**src/pkg/bml_pkg.sv**
```systemverilog
// shared constants and carriers for the boot mode latch / external interrupt block
package bml_pkg;
    localparam int BML_LINES = 4;              // shared mode / interrupt pins
    localparam int BML_PHASE_W = 2;            // width of the clock phase generator
    localparam logic [3:0] BML_OMR_RST = 4'h0; // mode value before the first release
    localparam logic [3:0] BML_LINES_ZERO = 4'h0;
    localparam logic [1:0] BML_PHASE_RST = 2'h0;
    localparam logic [1:0] BML_PHASE_STEP = 2'h1;
    localparam logic [3:0] BML_SYNC_IDLE = 4'hF; // pins idle high before the first sample

    // per-line control bits, driven by core-side software logic
    typedef struct packed {
        logic [3:0] mask_en;  // 1 = line may request
        logic [3:0] edge_sel; // 1 = falling edge, 0 = low level
        logic [3:0] ack;      // one-cycle service strobe per edge line
    } bml_ctrl_t;
endpackage : bml_pkg

```
**src/rtl/bml_irq.sv**
```systemverilog
// How it works
// - pins active low, two-flop synchronised first
// - after release pins become interrupt lines
// - each line maskable, level or falling edge
// - line zero low wakes core from stop
// - reset pin holds chip, clears phase generator
`timescale 1ns/10ps
module bml_irq #(
    parameter int LINES = bml_pkg::BML_LINES
) (
    input wire logic clk_sys,
    input wire logic sys_rst,
    input wire logic rst_pin_n,
    input wire logic [3:0] mode_irq_n,
    input wire bml_pkg::bml_ctrl_t ctrl,
    input wire logic in_stop,
    output logic chip_rst,
    output logic [1:0] phase,
    output logic [3:0] operating_mode_register,
    output logic [3:0] irq_req,
    output logic stop_wake
);
    import bml_pkg::*;

    // synchroniser stages; stage one is read only by stage two
    logic [3:0] pin_s1;
    logic [3:0] pin_s2;
    logic rst_s1;
    logic rst_s2;
    // reset hold state
    logic held;      // chip held in reset
    logic held_prev; // held one cycle ago, for release detection
    logic run;       // mode latched, lines act as interrupts
    // interrupt side
    logic [3:0] pin_low;   // synchronised, active-high request level
    logic [3:0] low_prev;  // previous sample for edge detection
    logic [3:0] edge_pend; // sticky falling-edge requests
    logic release_pulse;   // first cycle out of reset

    // named copies of the shared pins, bit order as strapped
    logic boot_sel_bit0;
    logic boot_sel_bit1;
    logic boot_sel_bit2;
    logic boot_sel_bit3;
    logic ext_int_req_0;
    assign boot_sel_bit0 = pin_s2[0];
    assign boot_sel_bit1 = pin_s2[1];
    assign boot_sel_bit2 = pin_s2[2];
    assign boot_sel_bit3 = pin_s2[3];
    assign ext_int_req_0 = pin_low[0];

    // two flops before anything looks at the pins
    always_ff @(posedge clk_sys) begin
        if (sys_rst) begin
            pin_s1 <= BML_SYNC_IDLE;
            pin_s2 <= BML_SYNC_IDLE;
        end else begin
            pin_s1 <= mode_irq_n;
            pin_s2 <= pin_s1;
        end
    end

    // reset pin synchroniser; idle state means reset asserted
    always_ff @(posedge clk_sys) begin
        if (sys_rst) begin
            rst_s1 <= 1'b0;
            rst_s2 <= 1'b0;
        end else begin
            rst_s1 <= rst_pin_n;
            rst_s2 <= rst_s1;
        end
    end

    assign pin_low = ~pin_s2;
    assign release_pulse = held_prev && !held;

    // hold the chip while either reset source is active
    always_ff @(posedge clk_sys) begin
        if (sys_rst) begin
            held <= 1'b1;
            held_prev <= 1'b1;
            chip_rst <= 1'b1;
        end else begin
            held <= !rst_s2;
            held_prev <= held;
            chip_rst <= !rst_s2;
        end
    end

    // phase generator restarts from zero whenever the chip is held
    always_ff @(posedge clk_sys) begin
        if (sys_rst || held) begin
            phase <= BML_PHASE_RST;
        end else begin
            phase <= phase + BML_PHASE_STEP;
        end
    end

    // mode latch: one capture per release, then frozen
    // a glitch on the straps after release cannot alter the mode
    always_ff @(posedge clk_sys) begin
        if (sys_rst) begin
            operating_mode_register <= BML_OMR_RST;
        end else if (release_pulse) begin
            operating_mode_register <= {boot_sel_bit3, boot_sel_bit2,
                                        boot_sel_bit1, boot_sel_bit0};
        end
    end

    // run flag marks the switch from strap to interrupt use
    always_ff @(posedge clk_sys) begin
        if (sys_rst || held) begin
            run <= 1'b0;
        end else if (release_pulse) begin
            run <= 1'b1;
        end
    end

    // previous level for falling-edge detection
    always_ff @(posedge clk_sys) begin
        if (sys_rst || held) begin
            low_prev <= BML_LINES_ZERO;
        end else begin
            low_prev <= pin_low;
        end
    end

    // one block per line: edge latch and request output
    genvar gi;
    generate
        for (gi = 0; gi < LINES; gi++) begin : g_line
            logic fell;
            assign fell = pin_low[gi] && !low_prev[gi];

            // sticky edge; a new edge in the ack cycle wins
            always_ff @(posedge clk_sys) begin
                if (sys_rst || !run) begin
                    edge_pend[gi] <= 1'b0;
                end else if (fell && ctrl.edge_sel[gi]) begin
                    edge_pend[gi] <= 1'b1;
                end else if (ctrl.ack[gi]) begin
                    edge_pend[gi] <= 1'b0;
                end
            end

            // request: masked, level or latched edge, only once running
            always_ff @(posedge clk_sys) begin
                // held covers the cycle before run drops, so requests clear one cycle after chip_rst rises
                if (sys_rst || held || !run) begin
                    irq_req[gi] <= 1'b0;
                end else if (!ctrl.mask_en[gi]) begin
                    irq_req[gi] <= 1'b0;
                end else if (ctrl.edge_sel[gi]) begin
                    irq_req[gi] <= edge_pend[gi];
                end else begin
                    irq_req[gi] <= pin_low[gi];
                end
            end
        end
    endgenerate

    // stop exit ignores the mask: a sleeping core has no way to unmask
    always_ff @(posedge clk_sys) begin
        if (sys_rst || !run) begin
            stop_wake <= 1'b0;
        end else begin
            stop_wake <= in_stop && ext_int_req_0;
        end
    end

    // checks
    property p_sync_delay;
        @(posedge clk_sys) disable iff (sys_rst)
        (run && ctrl.mask_en[0] && !ctrl.edge_sel[0] && !mode_irq_n[0]) [*4] |-> irq_req[0];
    endproperty
    a_sync_delay: assert property (p_sync_delay) else $error("level line did not request");

    property p_sync_not_early;
        @(posedge clk_sys) disable iff (sys_rst)
        $rose(irq_req[1]) && !$past(ctrl.edge_sel[1]) |-> !$past(mode_irq_n[1], 3);
    endproperty
    a_sync_not_early: assert property (p_sync_not_early) else $error("request ahead of sync");

    property p_mode_capture;
        @(posedge clk_sys) disable iff (sys_rst)
        held ##1 !held |=> operating_mode_register == $past(pin_s2);
    endproperty
    a_mode_capture: assert property (p_mode_capture) else $error("mode not latched");

    property p_mode_frozen;
        @(posedge clk_sys) disable iff (sys_rst)
        run && $past(run) |-> $stable(operating_mode_register);
    endproperty
    a_mode_frozen: assert property (p_mode_frozen) else $error("mode changed while running");

    property p_masked;
        @(posedge clk_sys) disable iff (sys_rst)
        !ctrl.mask_en[2] [*2] |-> !irq_req[2];
    endproperty
    a_masked: assert property (p_masked) else $error("masked line requested");

    property p_stop_wake;
        @(posedge clk_sys) disable iff (sys_rst)
        run && in_stop && pin_low[0] |=> stop_wake;
    endproperty
    a_stop_wake: assert property (p_stop_wake) else $error("no stop exit");

    property p_reset_hold;
        @(posedge clk_sys) disable iff (sys_rst)
        !rst_s2 |=> chip_rst ##1 (phase == BML_PHASE_RST && irq_req == BML_LINES_ZERO);
    endproperty
    a_reset_hold: assert property (p_reset_hold) else $error("reset not held");

    property p_edge_sticky;
        @(posedge clk_sys) disable iff (sys_rst)
        run && edge_pend[3] && !ctrl.ack[3] |=> edge_pend[3] || !run;
    endproperty
    a_edge_sticky: assert property (p_edge_sticky) else $error("edge pending lost");

    c_release: cover property (@(posedge clk_sys) disable iff (sys_rst) release_pulse);
    c_edge_irq: cover property (@(posedge clk_sys) disable iff (sys_rst)
        ctrl.edge_sel[2] && irq_req[2]);
    c_level_irq: cover property (@(posedge clk_sys) disable iff (sys_rst)
        !ctrl.edge_sel[1] && irq_req[1]);
    c_wake: cover property (@(posedge clk_sys) disable iff (sys_rst) stop_wake);
endmodule : bml_irq

```
**config.mk**
```make
export PLATFORM = sky130hd
export DESIGN_NAME = bml_irq
export DESIGN_NICKNAME = d
export VERILOG_FILES = /design/src/pkg/bml_pkg.sv /design/src/rtl/bml_irq.sv
export SDC_FILE = /design/constraint.sdc
export NUM_CORES = 1
export LEC_CHECK = 0
export BUFFER_PORTS_ARGS = -buffer_cell sky130_fd_sc_hd__buf_2
export CAP_MARGIN = 20
export CORE_ASPECT_RATIO = 1.5
export CORE_MARGIN = 1
export CORE_UTILIZATION = 35
export CTS_CLUSTER_DIAMETER = 200
export DETAILED_ROUTE_END_ITERATION = 8
export PLACE_DENSITY_LB_ADDON = 0.05
export REMOVE_ABC_BUFFERS = 1
export SLEW_MARGIN = 20
export SYNTH_ARGS = -nofsm -noshare
export SYNTH_HDL_FRONTEND = slang
export SYNTH_SLANG_ARGS = --single-unit
```
**constraint.sdc**
```tcl
create_clock -name clk_sys -period 1.05 [get_ports clk_sys]
set_input_delay 0.105 -clock clk_sys [delete_from_list [all_inputs] [get_ports clk_sys]]
set_output_delay 0.105 -clock clk_sys [all_outputs]
set_load 0.005 [all_outputs]
```
; After elaboration in Yosys (flattened, before gate mapping)
; Cells that the tools add are included.
[word_totals]
register_bits = 32
input_bits = 20
output_inout_bits = 12
elab_cells = 65
[classes]
addsub = 1
n_mux = 12
bitwise_logic = 5
reduce_logical = 28
[op_table]
columns = cell, n
row1 = $mux 1, 12
row2 = $logic_and 1x1->1, 10
row3 = $reduce_bool 2->1, 4
row4 = $reduce_or 2->1, 4
row5 = $logic_not 1->1, 7
row6 = $not 1->1, 4
row7 = $not 4->4, 1
row8 = $logic_or 1x1->1, 3
row9 = $add 2x1->2 const B, 1

; Logic depth before layout (Yosys ltp)
[logic_depth]
ltp_word = 4
mapped_depth = 4

; Worst setup path before layout
; No wires, ideal clock.
[synth_path]
path_kind = register -> register
startpoint = reg held
endpoint = reg operating_mode_register[0]
setup_time_ns = 0.115
arrival_time_ns = 0.776
slack_ns = 0.159
path_stages_with_launch = 5
path_buffers = 1
synth_period_minus_slack_ns = 0.891
path_cell_list = dfxtp_1 -> nor2b_1 -> buf_4 -> mux2i_1 -> nor2_1
[synth_between]
elab_chain_len = 2
[synth_rtl]
columns = element, line_no
row1 = "start, declared", bml_irq.sv:31  ; logic held;
row2 = "start signal, assigned", bml_irq.sv:84  ; held <= !rst_s2;
row3 = $logic_not 1->1, bml_irq.sv:75  ; assign release_pulse = held_prev && !held;
row4 = $logic_and 1x1->1, bml_irq.sv:75
row5 = "end signal, assigned", bml_irq.sv:105  ; operating_mode_register <= {boot_sel_bit3, boot_sel_bit2,
row6 = "end, declared", bml_irq.sv:19  ; output logic [3:0] operating_mode_register,
; No other way between the ends.
; A chain may end at the register's enable or synchronous reset.

; Worst setup path in the final report
[layout_path]
startpoint = reg held_prev
endpoint = reg operating_mode_register[0]
[layout_between]
elab_chain_len = 1
[layout_rtl]
columns = element, line_no
row1 = "start, declared", bml_irq.sv:32  ; logic held_prev;
row2 = "start signal, assigned", bml_irq.sv:85  ; held_prev <= held;
row3 = $logic_and 1x1->1, bml_irq.sv:75
; No other way between the ends.

==> qor.txt <==
R2R Path End - operating_mode_register[0]
Pwr Total - 2.624 mW
insertion delay to the later sink of the worst-skew pair - 280 ps
Critical Path RT - 1220 ps
GRT Overall Usage - 13.69%
Synth Area in XOR/XNOR - 0.8505%
post-synthesis simple-gate area fraction - 26.85%
via count - 726
# setup viols final - 0
iteration-0 DRC count of the detailed router - 3
Flop pwr share - 47.9%
CTS buffer count - 5
fin cells - 175
initial antenna violation count - 0
layout cells sized above 1 - 43.48%
Cell Area, Synth - 1030 um^2
CP arrival - 1140 ps
Synth area leaders - dfxtp_1 62%, or2_2 4.9%, nor2_1 4.7%
adder-cell share of the synthesized area - 0%
Initial Util - 37.67%
critical path class - reg -> reg
htree depth - 2
post-synth top area share - 62.21%
gr ovfl total - 0
Placer Congestion - 0.6443
Fill cells - 276
n_diodes - 0
Max Freq - 1037 MHz
clk sinks - 32
slew margin rel. - 81.51%
R2R depth - 4
number of synthesized flops with an enable pin - 0
final WL - 1.722 mm
DRT Pass-1 Iters - 4
post-route ant nets - 0
clock network power share - 48.0%
most numerous cell in the Yosys netlist - dfxtp_1
Post-Synthesis Cells - 96
minimum clock period - 964.4 ps
Synth area leader - dfxtp_1
first-pass GRT wire length - 2.877 mm
routed length per instance - 9.840 um
I/O pins - 32
largest net degree at the start of global routing - 15
die width - 46.29 um
unrepaired setup endpoints after global routing - no
Yosys reg bits - 32
Synth Area in Compound Gates - 3.888%
Max-Cap Viols - 0
die area - 3167 um^2
status - finished clean
Int Power - 2.145 mW
Combinational Power Share - 4.1%
Clock Path Buffers - 2
Ys Warns - 0
Syn-to-layout area delta - 35.11%
Clock Tree Root - clkbuf_8
Power Dens Cells - 1886 nW/um^2
skew final - 4.156 ps
top cells by count, synth - 32 x dfxtp_1, 13 x nor2_1, 8 x or2_2
largest family of logic cells by synthesized area - simple AND/OR/NAND/NOR gates
switch share - 18.24%
Worst setup endpoint - operating_mode_register[0]
Port Buf Inserts - 31
Mapped Avg Cell Area - 10.73 um^2
Crit. End Element - register
vias per cell - 4.149
FFs w/ async S/R, synth - 0%
final net count - 157
Net Switching - 0.4787 mW
largest fanout on the critical path - 4
Fin. Hold Viols - 0
Hold Crit Class - in -> reg
vias in the first global route - 664
post-synthesis mux area share - 3.888%
num rows - 23
Max Slew Vio Count - 0
Slew @ Worst Pin - 275.4 ps
worst r2r src - held_prev
CTS tree - yes
sequential element share of the synthesized area - 62.21%
core area - 2734 um^2
period utilization - 91.84%
Worst Setup SP - held_prev
Cells after DPL - 163
Peak supply drop - 1.171 mV
drc violations - 0
Primary FF master, synth - dfxtp_1
Worst R2R Setup Slack - 90 ps
Die Y - 68.43 um
startpoint types - register
Leak Pwr - 0.6101 nW
DP HPWL - 1.271 mm
Fin Setup TNS - 0 ps
synth unique cells - 19
clk slew on worst S/H paths - 60 ps
## per-layer routing
layer	part of all wire [%]	track usage, %	vias to the layer above
li1	-	-	384
met1	40	13.01	308
met2	50	22.36	28
met3	6.8	6.332	6
met4	3.1	9.926	0
met5	0	0	-
## critical path, cell delays in order (launching register included)
cell     delay, ps
dfxtp_1        330
nor2b_2        140
buf_4          150
mux2i_1        200
nor2_1          50
## worst min-delay path by stage
stage	depth (start not counted)	start	slack, ps	to
floorplan	1	sys_rst	180	rst_s1
global placement	2	mode_irq_n[0]	290	pin_s1[0]
detailed placement	2	mode_irq_n[0]	290	pin_s1[0]
CTS	2	rst_pin_n	30	rst_s1
global route	2	rst_pin_n	40	rst_s1
finish	2	rst_pin_n	40	rst_s1
## stage by stage
step	worst slack (ps)	hold WS, ps	area, um^2	util (%)
detailed placement	67.25	289.5	1222	44.71
global placement	92.62	288.2	1222	44.71
CTS	62.14	27.03	1389	50.80
floorplan	33.16	176.6	1006	-
global route	3.541	41.64	1391	50.89
finish	85.63	38.31	1391	50.89
## final cells by class
class / instances / area (um^2) / share of cell area (%)
clock buffers: 7 / 96.34 / 6.924
clock inverters: 1 / 30.03 / 2.158
multi-input cells: 61 / 367.9 / 26.44
flip-flops and latches: 32 / 640.6 / 46.04
well taps: 37 / 46.29 / 3.327
repair buffers: 37 / 210.2 / 15.11
## sequential cells by signal (all words and copies together), names as in the netlist, 2 cells and up
signal                   cells
pin_s1                       4
operating_mode_register      4
phase                        2
pin_s2                       4
irq_req                      4
edge_pend                    4
low_prev                     4
## placed cells by master, fill, tap and decap left out, types with 4 or more instances in the layout
cell           count
dfxtp_1           32
buf_2             31
nor2_1            13
or2_2              9
clkbuf_8           7
nor2_2             6
nor2b_1            6
nand2_1            4
o21ai_0            4
and3_1             4
a21oi_1            4
mux2i_1            4
dlygate4sd3_1      4
## power groups by stage
stage	Clock [mW]	Sequential, mW	Combinational, mW
after detailed placement	0	1.28	0.0991
after global placement	0	1.28	0.0970
after CTS	1.31	1.26	0.111
after floorplan	0	1.28	0.0385
after global routing	1.37	1.26	0.120
final	1.26	1.26	0.108
## logic make-up (layout without fill, tap and decap cells)
| kind of cell | count (synthesis) | count (layout) |
|---|---|---|
| XOR/XNOR | 1 | 1 |
| AND/OR/NAND/NOR | 48 | 48 |
| buffers and inverters | 3 | 45 |
| flip-flops | 32 | 32 |
| multiplexers | 4 | 4 |
| AO/OA/AOI/OAI | 8 | 8 |
## timing repair
item                                   in CTS  in global routing
buffers inserted                            0                  0
hold buffers                                4                  0
endpoints found under the hold margin       4                  0
setup endpoints to repair                   0                  8
resized for setup                           0                  2
No activity file was read; power rests on OpenSTA's default activity.
